$ cat src/shared/ptmr_regs.svh
// Constants of the paired timer: control field positions, reset values and prescaler counts.
// Assumes inclusion by the package and the timer module only.
`ifndef PTMR_REGS_SVH
`define PTMR_REGS_SVH

// ****************************************
// Control word field positions
// ****************************************
`define PTMR_CTRL_TIMER_ON    15
`define PTMR_CTRL_IDLE_STOP   13
`define PTMR_CTRL_GATE_ACCUM  6
`define PTMR_CTRL_PRESC_HI    5
`define PTMR_CTRL_PRESC_LO    4
`define PTMR_CTRL_MODE32      3
`define PTMR_CTRL_CLK_SEL     1

// Writable bits; the high control word has no chaining bit
`define PTMR_LOW_CTRL_MASK    16'ha07a
`define PTMR_HIGH_CTRL_MASK   16'ha072

// ****************************************
// Reset values
// ****************************************
`define PTMR_CTRL_RESET       16'h0000
`define PTMR_PERIOD_RESET     16'hffff
`define PTMR_COUNT_RESET      16'h0000

// ****************************************
// Prescaler terminal counts (divide minus one)
// ****************************************
`define PTMR_PRE_TERM_DIV1    8'h00
`define PTMR_PRE_TERM_DIV8    8'h07
`define PTMR_PRE_TERM_DIV64   8'h3f
`define PTMR_PRE_TERM_DIV256  8'hff

`endif

$ cat src/shared/ptmr_pkg.sv
// Types of the paired timer: prescale selection and the module's state record.
// Assumes ptmr_regs.svh is on the include path.
`include "ptmr_regs.svh"

package ptmr_pkg;

  // ****************************************
  // Prescale selection
  // ****************************************
  typedef enum logic [1:0] {
    PTMR_DIV1   = 2'h0,
    PTMR_DIV8   = 2'h1,
    PTMR_DIV64  = 2'h2,
    PTMR_DIV256 = 2'h3
  } ptmr_presc_t;

  // ****************************************
  // Whole state of the timer pair
  // ****************************************
  typedef struct packed {
    logic [15:0] lowCount;
    logic [15:0] highCount;
    logic [15:0] holding;
    logic [15:0] periodLow;
    logic [15:0] periodHigh;
    logic [15:0] lowCtrl;
    logic [15:0] highCtrl;
    logic [7:0]  preLow;
    logic [7:0]  preHigh;
    logic        lowTickSync;
    logic [1:0]  gateSync;
    logic [1:0]  highSync;
    logic        gateDly;
    logic        highDly;
    logic        lowFlag;
    logic        highFlag;
    logic        lowIrq;
    logic        highIrq;
    logic        adcTrig;
  } ptmr_state_t;

endpackage : ptmr_pkg

$ cat src/rtl/ptmr_paired_timer.sv
// Pair of 16-bit timers that run alone or chain into one 32-bit timer or counter.
// Assumes one clock whose enabled edges are instruction cycles, and pins from outside the domain.
// Operation
// - Each half is timer or synchronous counter
// - Low word least, high word most significant
// - Chained mode uses low control and inputs
// - Chained interrupt uses high flag and enable
// - Only low prescaler output gets sync stage
// - Chained timer counts to combined period, wraps
// - Reading low word latches high into holding
// - Chained: holding then low write loads both words
// - Chained counter counts synced external edges
// - Idle stops counting when idle-stop set
// - Gated mode counts cycles while gate high
// - Both timers gate; high one only when unchained
// - Gate falling edge stops, keeps count
// - High timer emits converter trigger on match
// - Prescaler divides by 1, 8, 64, 256
// - Chained mode ignores high prescaler
// - Count or control writes clear prescaler
// - Disabled low timer keeps its prescaler
// - Control write leaves count unchanged
// - Sleep stops all counting
// - Single timer counts to period, wraps
`timescale 1ns/1ps
`include "ptmr_regs.svh"

module ptmr_paired_timer
  import ptmr_pkg::*;
(
  // Clock, reset and enable
  input  wire logic        clk,
  input  wire logic        resetn,
  input  wire logic        clkEn,
  // CPU power states
  input  wire logic        cpuIdle,
  input  wire logic        cpuSleep,
  // External clock or gate pins
  input  wire logic        gateClockInput,
  input  wire logic        highClockInput,
  // Software write strobes and data
  input  wire logic [15:0] wrData,
  input  wire logic        wrLowCount,
  input  wire logic        wrHighCount,
  input  wire logic        wrHolding,
  input  wire logic        wrPeriodLow,
  input  wire logic        wrPeriodHigh,
  input  wire logic        wrLowCtrl,
  input  wire logic        wrHighCtrl,
  // Software read notice
  input  wire logic        rdLowCount,
  // Interrupt enables and flag clears
  input  wire logic        lowIntEnable,
  input  wire logic        highTimerIntEnable,
  input  wire logic        clrLowIntFlag,
  input  wire logic        clrHighIntFlag,
  // Register contents
  output logic      [15:0] lowCountWord,
  output logic      [15:0] highCountWord,
  output logic      [15:0] highWordHolding,
  output logic      [15:0] periodLow,
  output logic      [15:0] periodHigh,
  output logic      [15:0] lowTimerControl,
  output logic      [15:0] highTimerControl,
  // Flags, interrupt requests, trigger
  output logic             lowIntFlag,
  output logic             highTimerIntFlag,
  output logic             lowIntReq,
  output logic             highIntReq,
  output logic             adcTrigger
);

  import ptmr_pkg::*;

  // ****************************************
  // State and intermediate terms
  // ****************************************
  ptmr_state_t s_q;
  ptmr_state_t s_d;

  logic        mode32;
  logic        lowOn;
  logic        highOn;
  logic        lowRun;
  logic        highRun;
  logic        lowSrc;
  logic        highSrc;
  logic        lowPulse;
  logic        highPulse;
  logic        lowTick;
  logic        highTick;
  logic        gateLvl;
  logic        gateRise;
  logic        gateFall;
  logic        highLvl;
  logic        highRise;
  logic        lowGated;
  logic        highGated;
  logic [31:0] count32;
  logic [31:0] period32;

  // Prescaler terminal count for a selection
  function automatic logic [7:0] preTerm(input logic [1:0] sel);
    logic [7:0] t;
    t = `PTMR_PRE_TERM_DIV1;
    case (ptmr_presc_t'(sel))
      PTMR_DIV1:   t = `PTMR_PRE_TERM_DIV1;
      PTMR_DIV8:   t = `PTMR_PRE_TERM_DIV8;
      PTMR_DIV64:  t = `PTMR_PRE_TERM_DIV64;
      PTMR_DIV256: t = `PTMR_PRE_TERM_DIV256;
      default:     t = `PTMR_PRE_TERM_DIV1;
    endcase
    return t;
  endfunction : preTerm

  // ****************************************
  // Timing and limitations
  // ****************************************
  // Each enabled clock edge stands for one instruction cycle.
  // Internal source: the low count first steps two edges after enable.
  // That extra edge is the sync stage behind the low prescaler.
  // The high timer in single mode steps one edge earlier than the low one.
  // Pin edges take two edges to cross the synchroniser.
  // One more edge passes before a rise or fall is seen.
  // Pins slower than half the clock are counted faithfully.
  // Faster pin pulses are lost, the price of sampling them.
  // Prescaler compare uses >= so a smaller divide ends at once.
  // Without it a shrunk divide would wrap through 256 counts first.
  // Software writes win over counting in the same cycle.
  // A clear strobe and a match in one cycle leave the flag set.
  // So no event is ever lost to a late clear.
  // Chained mode steps both words together as one count.
  // The high control word keeps its value but drives nothing meanwhile.
  // The low prescaler clears only when the low timer was already on.
  // This mirrors a prescaler whose clock stops while the timer is off.
  // A frozen clock enable stretches the trigger pulse.
  // The trigger is state like everything else, so it freezes too.
  // The low request is held off while chained.
  // Only the high flag and enable speak for the combined timer.

  // ****************************************
  // Next state
  // ****************************************
  always_comb begin
    s_d       = s_q;
    lowPulse  = 1'b0;
    highPulse = 1'b0;
    // Chaining bit lives only in the low control word
    mode32    = s_q.lowCtrl[`PTMR_CTRL_MODE32];
    lowOn     = s_q.lowCtrl[`PTMR_CTRL_TIMER_ON];
    highOn    = s_q.highCtrl[`PTMR_CTRL_TIMER_ON] && !mode32;
    // Pins: second stage and its delayed copy only, never the first flop
    gateLvl   = s_q.gateSync[1];
    gateRise  = s_q.gateSync[1] && !s_q.gateDly;
    gateFall  = !s_q.gateSync[1] && s_q.gateDly;
    highLvl   = s_q.highSync[1];
    highRise  = s_q.highSync[1] && !s_q.highDly;
    // Gated accumulation needs the internal source selected
    lowGated  = s_q.lowCtrl[`PTMR_CTRL_GATE_ACCUM] && !s_q.lowCtrl[`PTMR_CTRL_CLK_SEL];
    // High gate bit is dead while chained
    highGated = s_q.highCtrl[`PTMR_CTRL_GATE_ACCUM] && !s_q.highCtrl[`PTMR_CTRL_CLK_SEL] && !mode32;
    // Sleep halts everything; idle halts only when idle-stop is set
    lowRun    = lowOn && !cpuSleep && !(cpuIdle && s_q.lowCtrl[`PTMR_CTRL_IDLE_STOP]);
    highRun   = highOn && !cpuSleep && !(cpuIdle && s_q.highCtrl[`PTMR_CTRL_IDLE_STOP]);
    // External edges are always synchronised, so no asynchronous counter exists
    lowSrc    = s_q.lowCtrl[`PTMR_CTRL_CLK_SEL] ? gateRise : (lowGated ? gateLvl : 1'b1);
    highSrc   = s_q.highCtrl[`PTMR_CTRL_CLK_SEL] ? highRise : (highGated ? highLvl : 1'b1);
    lowTick   = s_q.lowTickSync;
    highTick  = 1'b0;
    count32   = {s_q.highCount, s_q.lowCount};
    period32  = {s_q.periodHigh, s_q.periodLow};

    if (clkEn) begin
      // Two-flop synchronisers on both pins
      s_d.gateSync = {s_q.gateSync[0], gateClockInput};
      s_d.highSync = {s_q.highSync[0], highClockInput};
      s_d.gateDly  = s_q.gateSync[1];
      s_d.highDly  = s_q.highSync[1];
      s_d.adcTrig  = 1'b0;

      // Low prescaler; its clock stops with the timer, so it holds its value
      if (lowRun && lowSrc) begin
        if (s_q.preLow >= preTerm(s_q.lowCtrl[`PTMR_CTRL_PRESC_HI:`PTMR_CTRL_PRESC_LO])) begin
          s_d.preLow = 8'h00;
          lowPulse   = 1'b1;
        end else begin
          s_d.preLow = 8'(s_q.preLow + 8'h01);
        end
      end
      // Extra stage costs a cycle of latency; fast external pin pulses are still lost
      s_d.lowTickSync = lowPulse;

      // High prescaler has no such stage and is unused while chained
      if (highRun && highSrc) begin
        if (s_q.preHigh >= preTerm(s_q.highCtrl[`PTMR_CTRL_PRESC_HI:`PTMR_CTRL_PRESC_LO])) begin
          s_d.preHigh = 8'h00;
          highPulse   = 1'b1;
        end else begin
          s_d.preHigh = 8'(s_q.preHigh + 8'h01);
        end
      end
      highTick = highPulse;

      // Flag clears first so a same-cycle event still sets the flag
      if (clrLowIntFlag) begin
        s_d.lowFlag = 1'b0;
      end
      if (clrHighIntFlag) begin
        s_d.highFlag = 1'b0;
      end

      if (mode32) begin
        // Chained: one 32-bit count stepped by the low tick
        if (lowTick) begin
          if (count32 == period32) begin
            s_d.lowCount  = 16'h0000;
            s_d.highCount = 16'h0000;
            s_d.highFlag  = 1'b1;
            s_d.adcTrig   = 1'b1;
          end else begin
            {s_d.highCount, s_d.lowCount} = 32'(count32 + 32'h0000_0001);
          end
        end
        // End of accumulation: stop and flag, count kept
        if (lowGated && lowOn && gateFall) begin
          s_d.highFlag = 1'b1;
        end
      end else begin
        // Independent low timer
        if (lowTick) begin
          if (s_q.lowCount == s_q.periodLow) begin
            s_d.lowCount = 16'h0000;
            s_d.lowFlag  = 1'b1;
          end else begin
            s_d.lowCount = 16'(s_q.lowCount + 16'h0001);
          end
        end
        // Independent high timer
        if (highTick) begin
          if (s_q.highCount == s_q.periodHigh) begin
            s_d.highCount = 16'h0000;
            s_d.highFlag  = 1'b1;
            s_d.adcTrig   = 1'b1;
          end else begin
            s_d.highCount = 16'(s_q.highCount + 16'h0001);
          end
        end
        // Gate falls end each accumulation without clearing
        if (lowGated && lowOn && gateFall) begin
          s_d.lowFlag = 1'b1;
        end
        if (highGated && highOn && !highLvl && s_q.highDly) begin
          s_d.highFlag = 1'b1;
        end
      end

      // Coherent read: capture the high word as it stood when low was read
      if (rdLowCount) begin
        s_d.holding = s_q.highCount;
      end

      // Software writes override counting in the same cycle
      if (wrHolding) begin
        s_d.holding = wrData;
      end
      if (wrLowCount) begin
        s_d.lowCount = wrData;
        if (mode32) begin
          s_d.highCount = s_q.holding;
        end
        if (lowOn) begin
          s_d.preLow = 8'h00;
        end
      end
      if (wrHighCount) begin
        s_d.highCount = wrData;
        s_d.preHigh   = 8'h00;
        if (mode32 && lowOn) begin
          s_d.preLow = 8'h00;
        end
      end
      if (wrPeriodLow) begin
        s_d.periodLow = wrData;
      end
      if (wrPeriodHigh) begin
        s_d.periodHigh = wrData;
      end
      // Control writes touch the prescaler, never the count
      if (wrLowCtrl) begin
        s_d.lowCtrl = wrData & `PTMR_LOW_CTRL_MASK;
        if (lowOn) begin
          s_d.preLow = 8'h00;
        end
      end
      if (wrHighCtrl) begin
        s_d.highCtrl = wrData & `PTMR_HIGH_CTRL_MASK;
        s_d.preHigh  = 8'h00;
      end

      // Requests: low request is idle while chained
      s_d.lowIrq  = s_d.lowFlag && lowIntEnable && !mode32;
      s_d.highIrq = s_d.highFlag && highTimerIntEnable;
    end
  end

  // ****************************************
  // State register
  // ****************************************
  always_ff @(posedge clk or negedge resetn) begin
    if (!resetn) begin
      s_q             <= '0;
      s_q.lowCount    <= `PTMR_COUNT_RESET;
      s_q.highCount   <= `PTMR_COUNT_RESET;
      s_q.periodLow   <= `PTMR_PERIOD_RESET;
      s_q.periodHigh  <= `PTMR_PERIOD_RESET;
      s_q.lowCtrl     <= `PTMR_CTRL_RESET;
      s_q.highCtrl    <= `PTMR_CTRL_RESET;
      s_q.preLow      <= 8'h00;
      s_q.preHigh     <= 8'h00;
    end else begin
      s_q <= s_d;
    end
  end

  // ****************************************
  // Outputs straight from the state register
  // ****************************************
  assign lowCountWord     = s_q.lowCount;
  assign highCountWord    = s_q.highCount;
  assign highWordHolding  = s_q.holding;
  assign periodLow        = s_q.periodLow;
  assign periodHigh       = s_q.periodHigh;
  assign lowTimerControl  = s_q.lowCtrl;
  assign highTimerControl = s_q.highCtrl;
  assign lowIntFlag       = s_q.lowFlag;
  assign highTimerIntFlag = s_q.highFlag;
  assign lowIntReq        = s_q.lowIrq;
  assign highIntReq       = s_q.highIrq;
  assign adcTrigger       = s_q.adcTrig;

endmodule : ptmr_paired_timer

$ cat config.mk
export PLATFORM = sky130hd
export DESIGN_NAME = ptmr_paired_timer
export DESIGN_NICKNAME = d
export VERILOG_FILES = /design/src/shared/ptmr_pkg.sv /design/src/rtl/ptmr_paired_timer.sv
export VERILOG_INCLUDE_DIRS = /design/src /design/src/shared
export SDC_FILE = /design/constraint.sdc
export NUM_CORES = 1
export LEC_CHECK = 0
export ABC_CLOCK_PERIOD_IN_PS = 8200
export BUFFER_PORTS_ARGS = -buffer_cell sky130_fd_sc_hd__buf_4
export CORE_UTILIZATION = 55
export DETAILED_ROUTE_END_ITERATION = 10
export PLACE_DENSITY = 0.79
export SLEW_MARGIN = 20
export SYNTH_ARGS = -nofsm -noshare
export SYNTH_HDL_FRONTEND = slang
export SYNTH_SLANG_ARGS = --single-unit
$ cat constraint.sdc
create_clock -name clk -period 8.2 [get_ports clk]
set_clock_uncertainty 0.05 [all_clocks]
set_input_delay 2.05 -clock clk [delete_from_list [all_inputs] [get_ports clk]]
set_output_delay 2.05 -clock clk [all_outputs]
set_load 0.01 [all_outputs]
* Yosys cells after proc, flatten, opt, wreduce, memory -nomap -nowiden
Index checks and enable logic that the tools add are counted. W data, S select, Z words.
Storage, ports and cells: input bits 35, word-level logic and storage cells 139, output and inout bits 117, register bits 121
Operators by class: reduce and logical (&&, ||, !) cells 46, multiplexer cells 58, add/sub/neg operators 5, $lt $le $gt $ge 2, eq/ne operators 9
Operators with widths (count):
- $mux W16 | 9
- $mux W32 | 4
- $mux W8 | 14
- $pmux W8 S4 | 2
- $add A16 B1 Y16 const B | 2
- $add A32 B1 Y32 const B | 1
- $eq A16 B16 Y1 | 2
- $eq A32 B32 Y1 | 1
- $mux W1 | 29
- $logic_and A1 B1 Y1 | 24
- $add A8 B1 Y8 const B | 2
- $ge A8 B8 Y1 | 2
- $reduce_and A2 Y1 | 7
- $logic_not A1 Y1 | 10
- $eq A2 B2 Y1 const B | 4
- $eq A2 B1 Y1 const B | 2
- $logic_not A2 Y1 | 2
- $reduce_bool A2 Y1 | 2
- $reduce_bool A3 Y1 | 1

* Longest topological paths before layout
Gate-level depths: netlist of run 1.
word-level depth 17, depth in mapped cells 11, depth with buffers taken out 10

* Least setup slack after synthesis of run 1
Ideal clock, no wire load.
path type input to register, start input cpuIdle, end register s_q[27] in the netlist's numbering, data required time 8.017 ns, library setup time 0.133 ns, data arrival time 3.397 ns, path slack 4.620 ns, stages 7, path buffers 0, cells stage by stage and2_1 -> a2111oi_2 -> nand4_1 -> or2_1 -> nor2_1 -> xnor2_1 -> o22ai_1
On the way: word-level cells in the longest chain between the ends 11
RTL lines:
- start: declaration | RTL line ptmr_paired_timer.sv:36 | input wire logic cpuIdle,
- $logic_and A1 B1 Y1 (*) | RTL line ptmr_paired_timer.sv:163 | lowRun = lowOn && !cpuSleep && !(cpuIdle && s_q.lowCtrl[`PTMR_CTRL_IDLE_STOP]);
- $logic_not A1 Y1 (*) | RTL line ptmr_paired_timer.sv:163
- $logic_and A1 B1 Y1 (*) | RTL line ptmr_paired_timer.sv:163
- $logic_and A1 B1 Y1 (*) | RTL line ptmr_paired_timer.sv:182 | if (lowRun && lowSrc) begin
- $mux W8 (*) | RTL line ptmr_paired_timer.sv:182
- $mux W8 | RTL line ptmr_paired_timer.sv:271 | if (lowOn) begin
- $mux W8 (*) | RTL line ptmr_paired_timer.sv:266 | if (wrLowCount) begin
- $mux W8 | RTL line ptmr_paired_timer.sv:278 | if (mode32 && lowOn) begin
- $mux W16 (*) | RTL line ptmr_paired_timer.sv:275 | if (wrHighCount) begin
- $mux W8 | RTL line ptmr_paired_timer.sv:291 | if (lowOn) begin
- $mux W8 (*) | RTL line ptmr_paired_timer.sv:289 | if (wrLowCtrl) begin
- end: declaration | RTL line ptmr_paired_timer.sv:78 | ptmr_state_t s_q;
Mark *: on every way between the ends. The rest lies on a longest branch, timed or not. A chain may end at the register's enable or synchronous reset.

==> metrics.md, run 1 <==
| Metric | Value |
|---|---|
| Clock Power Share | `34.6%` |
| Antenna diodes | `0` |
| Clock Sink Count | `approximately 120` |
| Post-synth top cells | `113 x buf_4, 89 x dfrtp_1, 80 x nand2_1, 76 x o21ai_0, 52 x mux2_2` |
| CP endpoint | `highCountWord[7]` |
| Starting DRT DRC Count | `561` |
| DRT Wirelength | `about 21 mm` |
| Design Power | `between 0.002 and 0.0025 W` |
| IO buf count | `approximately 130` |
| WL/cell | `19.4 um` |
| Synthesized area per cell | `9.22 um2` |
| Seq cells post-synth | `121` |
| Max-slew violations | `0` |
| EDFF count, synth | `0` |
| Synth Instances | `about 900` |
| Vias/cell | `about 6.1` |
| Slew HR | `between 10% and 20%` |
| Sequential element share of the synthesized area | `37.2%` |
| Fin crit share | `between 40% and 50%` |
| Synth Cell Area | `0.00825 mm2` |
| Die area | `approximately 0.015 mm2` |
| Post-synth cell types | `73` |
| H-tree levels | `4` |
| Layout Area Growth over Synthesis | `9.77%` |
| Critical path class | `in2reg` |
| Reg clk slew, reported paths | `approximately 0.060 ns` |
| # IOs | `152` |
| Post-CTS Hold Buffers | `0` |
| Main synth FF type | `dfrtp_1` |
| DR vias | `6653` |
| Crit path max fanout | `between 60 and 70` |
| PD cells | `228 mW/mm2` |
| Synth top area share | `a little over a quarter` |
| Synth warnings | `0` |
| Chip height | `~120 um` |
| CTS tree | `yes` |
| Net switching power | `roughly 0.00067 W` |
| Synth area leaders | `dfrtp_1 27%, buf_4 10%, dfstp_2 10%, mux2_2 7.1%, o21ai_0 4.6%` |
| Vias in the first global route | `6182` |
| Layout net count | `around 960` |
| Core Area | `0.0146 mm2` |
| Type of origin of the critical path | `primary input` |
| GRT Overall Usage | `approximately 28%` |
| Worst hold path class | `reg2reg` |
| CP Capture Type | `register` |
| Num CTS Buffers | `17` |
| Switching Share | `between 30% and 40%` |
| Pint | `about 0.0014 W` |
| Starting Density | `56.6%` |
| Reg-to-reg startpoint | `highTimerControl[5]` |
| Area leader, netlist | `dfrtp_1` |
| DRC viols | `0` |
| Leak | `slightly below 4 nW` |
| Max Cap Viol | `0` |
| Die W | `around 120 um` |
| Grt total ovfl | `0` |
| Comb pwr share | `around a quarter` |
| Root buf cell | `clkbuf_16` |
| Arr. time, crit path | `roughly 3.8 ns` |
| Fmax | `between 200 and 300 MHz` |
| Required time of the critical path | `around 8.5 ns` |
| Pin count of the biggest net entering global routing | `74` |
| Global-route wire length before repair | `~34 mm` |
| Share of layout cells above drive strength 1 | `29.6%` |
| CTS Buffer Depth | `2` |
| DPL Wire Length | `15.1 mm` |
| # resized after CTS | `0` |
| Worst slew pin tran | `around 1.2 ns` |
| Worst vdd ir | `153 uV` |
| Worst Reg-to-Reg Cells | `10` |
| Post-CTS Setup Inserts | `0` |
| Fin. Hold Viols | `0` |
| Seq pwr share | `between 40% and 50%` |
| Antenna violations before repair | `0` |
| Drt first pass iters | `5` |
| Worst-Skew Late Latency | `0.43 ns` |
| TNS Setup | `0 ns` |
| Ys async rst share | `100%` |
| Crit. Startpoint | `clkEn` |
| Setup violators final | `0` |
| Top-count cell post-synth | `buf_4` |
| Run status | `finished, final reports clean` |
| Tmin final | `between 3 and 4 ns` |
| RSZ-0062 raised after global routing | `false` |
| Row count | `44` |
| Post-DRT Antenna Nets | `0` |
| Worst r2r dst | `s_q[18]` |
| Reg2Reg Setup Slack | `5.06 ns` |
| Gpl congestion | `about 0.93` |
[power groups by stage]
stage | clock (W) | combinational (W) | sequential, W
after floorplan | 0 | 0.000457 | 0.000769
after global placement | 0 | 0.000494 | 0.000847
after detailed placement | 0 | 0.000506 | 0.000848
after CTS | 0.000724 | 0.000508 | 0.000840
after global routing | 0.000754 | 0.000554 | 0.000856
final | 0.000715 | 0.000507 | 0.000844
[layout make-up]
class	count	area, um2
Clock buffer	24	493
Clock inverter	8	70.1
Fill cell	1231	5530
Inverter	21	78.8
Multi-Input combinational cell	606	4100
Sequential cell	121	3070
Tap cell	184	230
Timing Repair Buffer	135	1010
[stage by stage]
step	setup WS (ns)	util (%)	hold WS [ns]	instance area, um2	cells
6_report	4.69	62.1	0.441	9060	1099
3_5_place_dp	4.31	58.2	0.425	8490	1067
4_1_cts	4.72	62.0	0.436	9050	1099
2_1_floorplan	4.62	-	0.394	8320	913
5_1_grt	4.55	62.1	0.470	9060	1099
3_3_place_gp	4.31	58.2	0.417	8490	1067
[placed cells by master, fill, tap and decap left out, types with 4 or more instances in the layout]
master and count:
or3_1 5, xnor2_1 41, nor3_1 13, nand2_1 80
nor4_1 9, buf_4 135, inv_1 21, a31oi_1 8
o22ai_1 8, and4_1 4, a221oi_1 9, o311ai_0 4
and2_1 4, and3_1 12, nand3_1 24, nand3b_1 13
nor2b_1 8, a21oi_1 36, clkinv_2 5, nand2b_1 12
ha_1 18, mux2i_1 20, clkbuf_1 4, dfrtp_1 89
xor2_1 12, nor2_1 30, mux2_2 52, nand4_1 26
a22o_1 5, or2_2 4, conb_1 19, o21ai_0 75
dfstp_2 32, clkbuf_16 18
[critical path, cell delays in order]
cell and delay, ns:
buf_4 0.52, nand2b_1 0.43, a21oi_1 0.29, nand2_1 0.08, o32ai_1 0.28, a21oi_1 0.09
[how the worst min path moves through the flow]
stage / startpoint / endpoint / slack, ns / cells after the start
2_1_floorplan: s_q[19] / s_q[19] / 0.39 / 1
3_3_place_gp: s_q[7] / highLvl / 0.42 / 2
3_5_place_dp: s_q[19] / s_q[19] / 0.42 / 1
4_1_cts: s_q[19] / s_q[19] / 0.44 / 1
5_1_grt: s_q[19] / s_q[19] / 0.47 / 1
6_report: s_q[19] / s_q[19] / 0.44 / 1
[routing by layer]
layer  routed length, um  global-route usage [%]  part of all wire, %  up-vias
met1                9010                    38.2                   42     3237
li1                    -                       -                    -     3068
met5                   0                       0                    0        -
met3                1820                    5.97                  8.5       42
met4                 690                    12.7                  3.2        0
met2                9800                    43.3                   46      306
[registers in the layout, indices dropped and copies added (netlist names)]
register and flops:
s_q 20, highCountWord 16, highWordHolding 16, lowCountWord 16, periodHigh 16, periodLow 16
lowTimerControl 7, highTimerControl 6, adcTrigger 1, gateLvl 1, highIntReq 1, highLvl 1
highTimerIntFlag 1, lowIntFlag 1, lowIntReq 1, lowTick 1
[cell families after synthesis]
family,synth area share (%)
mux,9.52
compound gates,14.0
flops,37.2
xor+xnor,5.63
other cells,0.0455
buf+inv,14.0
simple gates,16.9
fa+ha+maj,2.73
Power figures use the tool's default switching activity.
==> run 2, diff against run 1 <==
ABC_AREA = 1   (was unset)
ABC_CLOCK_PERIOD_IN_PS = 3000   (was 8200)
CORE_UTILIZATION = 53   (was 55)
PLACE_DENSITY = 0.78   (was 0.79)
clock period = 3 ns   (was 8.2 ns; I/O delays follow)
==> metrics.md, run 2 <==
| Metric | Value |
|---|---|
| # resized after CTS | `0` |
| Layout Area Growth over Synthesis | `9.56%` |
| Post-synth cell types | `42` |
| Global routing usage on met1 | `about 44%` |
| GRT Overall Usage | `around a third` |
| Synth top area share | `between 20% and 30%` |
| PD cells | `approximately 570 mW/mm2` |
| Num CTS Buffers | `17` |
| Fin area | `0.0105 mm2` |
| Row count | `48` |
| # IOs | `152` |
| Antenna diodes | `0` |
| Vias/cell | `approximately 5.5` |
| Worst slew pin tran | `0.759 ns` |
| Setup violators final | `0` |
| Share of layout cells above drive strength 1 | `approximately 18%` |
| M3 GR Usage | `under 10%` |
| Max-slew violations | `0` |
| Worst r2r dst | `highCountWord[0]` |
| Reg-to-reg startpoint | `highTimerControl[4]` |
| Grt total ovfl | `0` |
| Slowest stage delay, CP | `~0.4 ns` |
| Synth Cell Area | `0.00956 mm2` |
| Commonest non-fill, non-tap cell in the layout | `nand2_1` |
| Synth Instances | `~1.4k` |
| Starting Density | `~55%` |
| Seq cells post-synth | `between 100 and 150` |
| Type of origin of the critical path | `register` |
| Most used cell, CP | `nand2_1` |
| Run status | `finished, final reports clean` |
| RSZ-0062 raised after global routing | `false` |
| DR vias | `9302` |
| Required time of the critical path | `3.32 ns` |
| Core Area | `about 0.017 mm2` |
| Gpl congestion | `about 0.97` |
| CTS tree | `yes` |
| Layout net count | `approximately 1.5k` |
| Sequential element share of the synthesized area | `32.1%` |
| Commonest non-fill, non-tap cells in the layout | `461 x nand2_1, 161 x inv_1, 147 x buf_4` |
| Post-CTS Hold Buffers | `0` |
| Synthesized area per cell | `6.62 um2` |
| Main synth FF type | `dfrtp_1` |
| Delay-heaviest family, CP | `simple AND/OR/NAND/NOR gates` |
| Global-route wire length before repair | `between 40 and 50 mm` |
| Max Cap Viol | `0` |
| DPL Wire Length | `~20 mm` |
| Root buf cell | `clkbuf_16` |
| Drt first pass iters | `6` |
| Worst hold path class | `in2async` |
| DRT Wirelength | `28.4 mm` |
| Top-count cell post-synth | `nand2_1` |
| Post-DRT Antenna Nets | `0` |
| Core Util, Final | `between 50% and 60%` |
| Fmax | `388 MHz` |
| Leak | `5.43 nW` |
| Post-synth top cells | `461 x nand2_1, 161 x inv_1, 127 x buf_4, 111 x o21ai_0, 101 x nand3_1` |
| Ys async rst share | `100%` |
| TNS Setup | `0 ns` |
| Critical path class | `reg2reg` |
| Fin. Hold Viols | `0` |
| Grt met2 use | `between 40% and 50%` |
| CP endpoint | `highCountWord[0]` |
| Synth warnings | `0` |
| Crit. Startpoint | `highTimerControl[4]` |
| Worst-Skew Late Latency | `about 0.43 ns` |
| H-tree levels | `4` |
| Post-CTS Setup Inserts | `0` |
| Synth area leaders | `dfrtp_1 23%, nand2_1 18%, buf_4 10%, dfstp_2 8.8%, inv_1 6.3%` |
| CP Depth | `17` |
| Worst vdd ir | `446 uV` |
| Worst path buffer plus inverter count | `2` |
| Area leader, netlist | `dfrtp_1` |
| Reg2Reg Setup Slack | `approximately 0.42 ns` |
| Pin count of the biggest net entering global routing | `54` |
| Crit path cell chain | `nor2_1 -> inv_1 -> ha_1 -> nand2_1 -> nand3_1 -> nand2_1 -> nand2_1 -> nand2_1 -> nand2_2 -> nand2_1 -> buf_4 -> nor2_4 -> nor2_2 -> nand3_1 -> nand3_1 -> nand2_1 -> nand2_1` |
| CTS Buffer Depth | `2` |
| Fin crit share | `a little under nine tenths` |
| Chip height | `~140 um` |
| Tmin final | `approximately 2.6 ns` |
| EDFF count, synth | `0` |
| Die area | `between 0.015 and 0.02 mm2` |
| Arr. time, crit path | `2.90 ns` |
| Busiest grt layer | `met2` |
| Placed cell areas | `0.00986 mm2` |
| Antenna violations before repair | `0` |
| Slew HR | `49.4%` |
| Vias in the first global route | `8458` |
| CP Capture Type | `register` |
| IO buf count | `between 100 and 150` |
| DRC viols | `0` |
| Reg clk slew, reported paths | `0.06 ns` |
| WL/cell | `roughly 17 um` |
| Biggest register | `s_q` |
| CP max-delay cell | `dfrtp_1` |
| Starting DRT DRC Count | `1138` |
| Crit path max fanout | `20` |
| Die W | `~140 um` |
| Worst Reg-to-Reg Cells | `17` |
| Max reg flops | `20` |
| Clock Sink Count | `~120` |
-- run 2: changes by cell type after synthesis, moves of 14 or more --
cell | previous run | this run
o21ai_0 | 76 | 111
inv_2 | 0 | 16
nor2_1 | 30 | 99
xnor2_1 | 41 | 11
buf_4 | 113 | 127
nand2_1 | 80 | 461
mux2i_1 | 20 | 0
nand3_1 | 24 | 101
mux2_2 | 52 | 0
o211ai_1 | 2 | 16
inv_1 | 21 | 161
-- run 2: layout make-up --
| type | instances | area [um2] |
|---|---|---|
| inverter | 180 | 677 |
| fill | 1671 | 7010 |
| clock inverter | 13 | 168 |
| sequential | 121 | 3070 |
| timing repair buffer | 149 | 1140 |
| clock buffer | 19 | 443 |
| tap | 225 | 282 |
| multi-input combinational | 987 | 4690 |
-- run 2: per-layer routing --
metal  vias up  part of all wire [%]
met5         -                     0
met4         0                   2.7
met3        56                   9.4
met2       505                    45
met1      4320                    43
li1       4421                     -
-- run 2: report_power, final --
part	internal (W)	switching [W]	leakage, nW
Combinational	0.000659	0.000948	3.69
Clock	0.00133	0.000824	0.283
Sequential	0.00188	0.000345	1.46
-- run 2: metrics by stage --
step / power [W] / setup WS (ns) / std cells / hold WS (ns)
floorplan: 0.00344 / 0.897 / 1462 / 0.392
global placement: 0.00379 / 0.607 / 1662 / 0.406
detailed placement: 0.00383 / 0.526 / 1662 / 0.410
CTS: 0.00599 / 0.491 / 1694 / 0.353
global route: 0.00630 / 0.219 / 1694 / 0.395
finish: 0.00599 / 0.422 / 1694 / 0.346
-- run 2: cells by family (layout without fill, tap and decap cells) --
kind of cell / count (synthesis) / in the layout / synth area share (%)
AO/OA/AOI/OAI: 184 / 184 / 10.4
flip-flops: 121 / 121 / 32.1
XOR/XNOR: 27 / 27 / 2.47
adder cells (fa/ha/maj): 19 / 19 / 2.46
other: 1 / 19 / 0.0392
buffers and inverters: 354 / 361 / 19.6
AND/OR/NAND/NOR: 738 / 738 / 33.0
-- run 2: worst min path at each step --
stage	from	endpoint	slack, ns	cells after the start
finish	resetn	s_q[18]	0.35	1
global route	resetn	lowCountWord[2]	0.40	1
CTS	resetn	lowCountWord[2]	0.35	1
detailed placement	s_q[7]	s_q[7]	0.41	2
global placement	gateLvl	s_q[6]	0.41	2
floorplan	s_q[7]	s_q[7]	0.39	2
==> run 3, diff against run 2 <==
ABC_CLOCK_PERIOD_IN_PS = 2100   (was 3000)
REMOVE_ABC_BUFFERS = 1   (was unset)
clock period = 2.1 ns   (was 3 ns; I/O delays follow)
==> metrics.md, run 3 (synthesized netlist as in run 2, its figures left out) <==
| Metric | Value |
|---|---|
| Arr. time, crit path | `around 2.5 ns` |
| DR vias | `9437` |
| Gpl congestion | `0.972` |
| Fill cell count | `1538` |
| Vias in the first global route | `around 8.5k` |
| CP Capture Type | `register` |
| Hold_ws | `between 0.2 and 0.25 ns` |
| Required time of the critical path | `about 2.4 ns` |
| Worst-Skew Late Latency | `between 0.4 and 0.5 ns` |
| Reg clk slew, reported paths | `~0.06 ns` |
| Pin count of the biggest net entering global routing | `48` |
| Fin. Hold Viols | `0` |
| Setup violators final | `12` |
| H-tree levels | `4` |
| Slowest stage delay, CP | `roughly 0.38 ns` |
| Slew HR | `between 50% and 60%` |
| DRC viols | `0` |
| Chip height | `~140 um` |
| Post-DRT Antenna Nets | `0` |
| CTS tree | `yes` |
| Worst hold path class | `in2reg` |
| TNS Setup | `-0.440 ns` |
| Number of cells in the design after placement | `1729` |
| Layout net count | `between 1.5k and 2k` |
| Tmin final | `between 2 and 2.5 ns` |
| Fin crit share | `105%` |
| Grt total ovfl | `0` |
| Leak | `about 5.9 nW` |
| Fmax | `~450 MHz` |
| PD cells | `approximately 760 mW/mm2` |
| Num CTS Buffers | `17` |
| CP max-delay cell | `dfrtp_1` |
| Clock Sink Count | `around 120` |
| Max-slew violations | `0` |
| Crit path cell chain | `buf_4 -> nand2_2 -> ha_1 -> nand2_1 -> inv_1 -> nor2_1 -> o21a_1 -> nand2_4 -> nand2_8 -> nor2_4 -> buf_4 -> a31oi_1 -> o21ai_0` |
| GRT Overall Usage | `between 30% and 40%` |
| Max reg flops | `20` |
| CTS Buffer Depth | `2` |
| Die area | `0.0186 mm2` |
| Antenna violations before repair | `0` |
| Starting DRT DRC Count | `roughly 700` |
| Drt first pass iters | `5` |
| RSZ-0062 raised after global routing | `true` |
| Critical path class | `reg2reg` |
| Min-Delay Endpoint | `s_q[9]` |
| Worst Reg-to-Reg Cells | `13` |
| DRT Wirelength | `27.9 mm` |
| Core Util, Final | `64.7%` |
| Die W | `between 100 and 150 um` |
| Share of layout cells above drive strength 1 | `around 26%` |
| Max Cap Viol | `0` |
| Design Power | `roughly 0.0086 W` |
| WHS Path Cells | `3` |
| Starting Density | `roughly 55%` |
| Commonest non-fill, non-tap cell in the layout | `nand2_1` |
| Failing checks | `setup timing` |
| # IOs | `roughly 150` |
| Most used cell, CP | `buf_4` |
| Vias/cell | `around 5.3` |
| WL/cell | `15.8 um` |
| Reg2Reg Setup Slack | `-0.11 ns` |
| Final worst slack | `-0.110 ns` |
| Crit path max fanout | `4` |
| Row count | `between 40 and 50` |
| Global-route wire length before repair | `43.6 mm` |
| Worst slew pin tran | `between 0.7 and 0.8 ns` |
| Layout Area Growth over Synthesis | `18.2%` |
| Run status | `complete, but fails checks` |
| Worst vdd ir | `around 600 uV` |
| Root buf cell | `clkbuf_16` |
| Core Area | `~0.017 mm2` |
| DPL Wire Length | `~20 mm` |
| Antenna diodes | `0` |
| Type of origin of the critical path | `register` |
| Reg-to-reg startpoint | `highTimerControl[5]` |
| Commonest non-fill, non-tap cells in the layout | `441 x nand2_1, 208 x buf_4, 158 x inv_1` |
| Worst r2r dst | `adcTrigger` |
| Min-Delay Startpoint | `gateClockInput` |
| IO buf count | `between 100 and 150` |
| Fin cells | `1767` |
| Biggest register | `s_q` |
[run 3: cell types whose count changed in the layout (fill, tap and decap cells not counted), moves of 10 or more]
cell,change
nand2_2,+15
buf_4,+61
nand2_1,-20
nor2_1,-10
nand3_2,+10
nand3_1,-10
[run 3: how the worst max path moves through the flow]
| stage | startpoint | end | slack [ns] |
|---|---|---|---|
| detailed placement | highTimerControl[4] | highCountWord[7] | -0.14 |
| global route | highTimerControl[4] | highCountWord[0] | -0.18 |
| floorplan | clkEn | highWordHolding[0] | -0.26 |
| CTS | highTimerControl[5] | highCountWord[10] | 0.005 |
| global placement | highTimerControl[4] | highTimerIntFlag | -0.03 |
| finish | highTimerControl[5] | adcTrigger | -0.11 |
[run 3: per-stage QoR]
stage | area, um2 | setup WS, ns
3_5_place_dp | 10400 | -0.145
5_1_grt | 11300 | -0.185
2_1_floorplan | 8430 | -0.255
3_3_place_gp | 10400 | -0.0270
4_1_cts | 11000 | 0.00456
6_report | 11300 | -0.110
[run 3: area by class of cell]
class,count,area [um2],share of cell area [%]
multi-input combinational,987,4920,43.5
sequential,121,3070,27.2
inverter,180,677,5.99
tap,225,282,2.49
clock buffer,17,425,3.76
timing repair buffer,222,1780,15.8
clock inverter,15,141,1.25
[run 3: metal layers]
metal / track usage, % / part of all wire (%)
met5: 0 / 0
met1: 40.3 / 42
met2: 49.2 / 47
met3: 6.94 / 8.3
met4: 12.5 / 3.1
[run 3: power by group]
group / internal (W) / switching [W] / leakage (nW) / total, W
registers: 0.00269 / 0.000316 / 1.46 / 0.00300
logic: 0.00117 / 0.00159 / 4.14 / 0.00276
clock network: 0.00165 / 0.00122 / 0.271 / 0.00286
[run 3: worst max-delay path, delay by kind of cell, from the launching register on]
family / cells / cell delay (ns)
compound gates: 3 / 0.56
flops: 1 / 0.38
buf+inv: 3 / 0.32
fa+ha+maj: 1 / 0.29
simple gates: 6 / 0.49
[run 3: repair_timing]
item	in CTS	in global routing
hold buffers	1	0
setup buffers	2	1
cloned	1	1
endpoints found under the hold margin	6	0
pin swaps	5	22
gates resized for setup	13	68
endpoints found under the setup margin	19	48
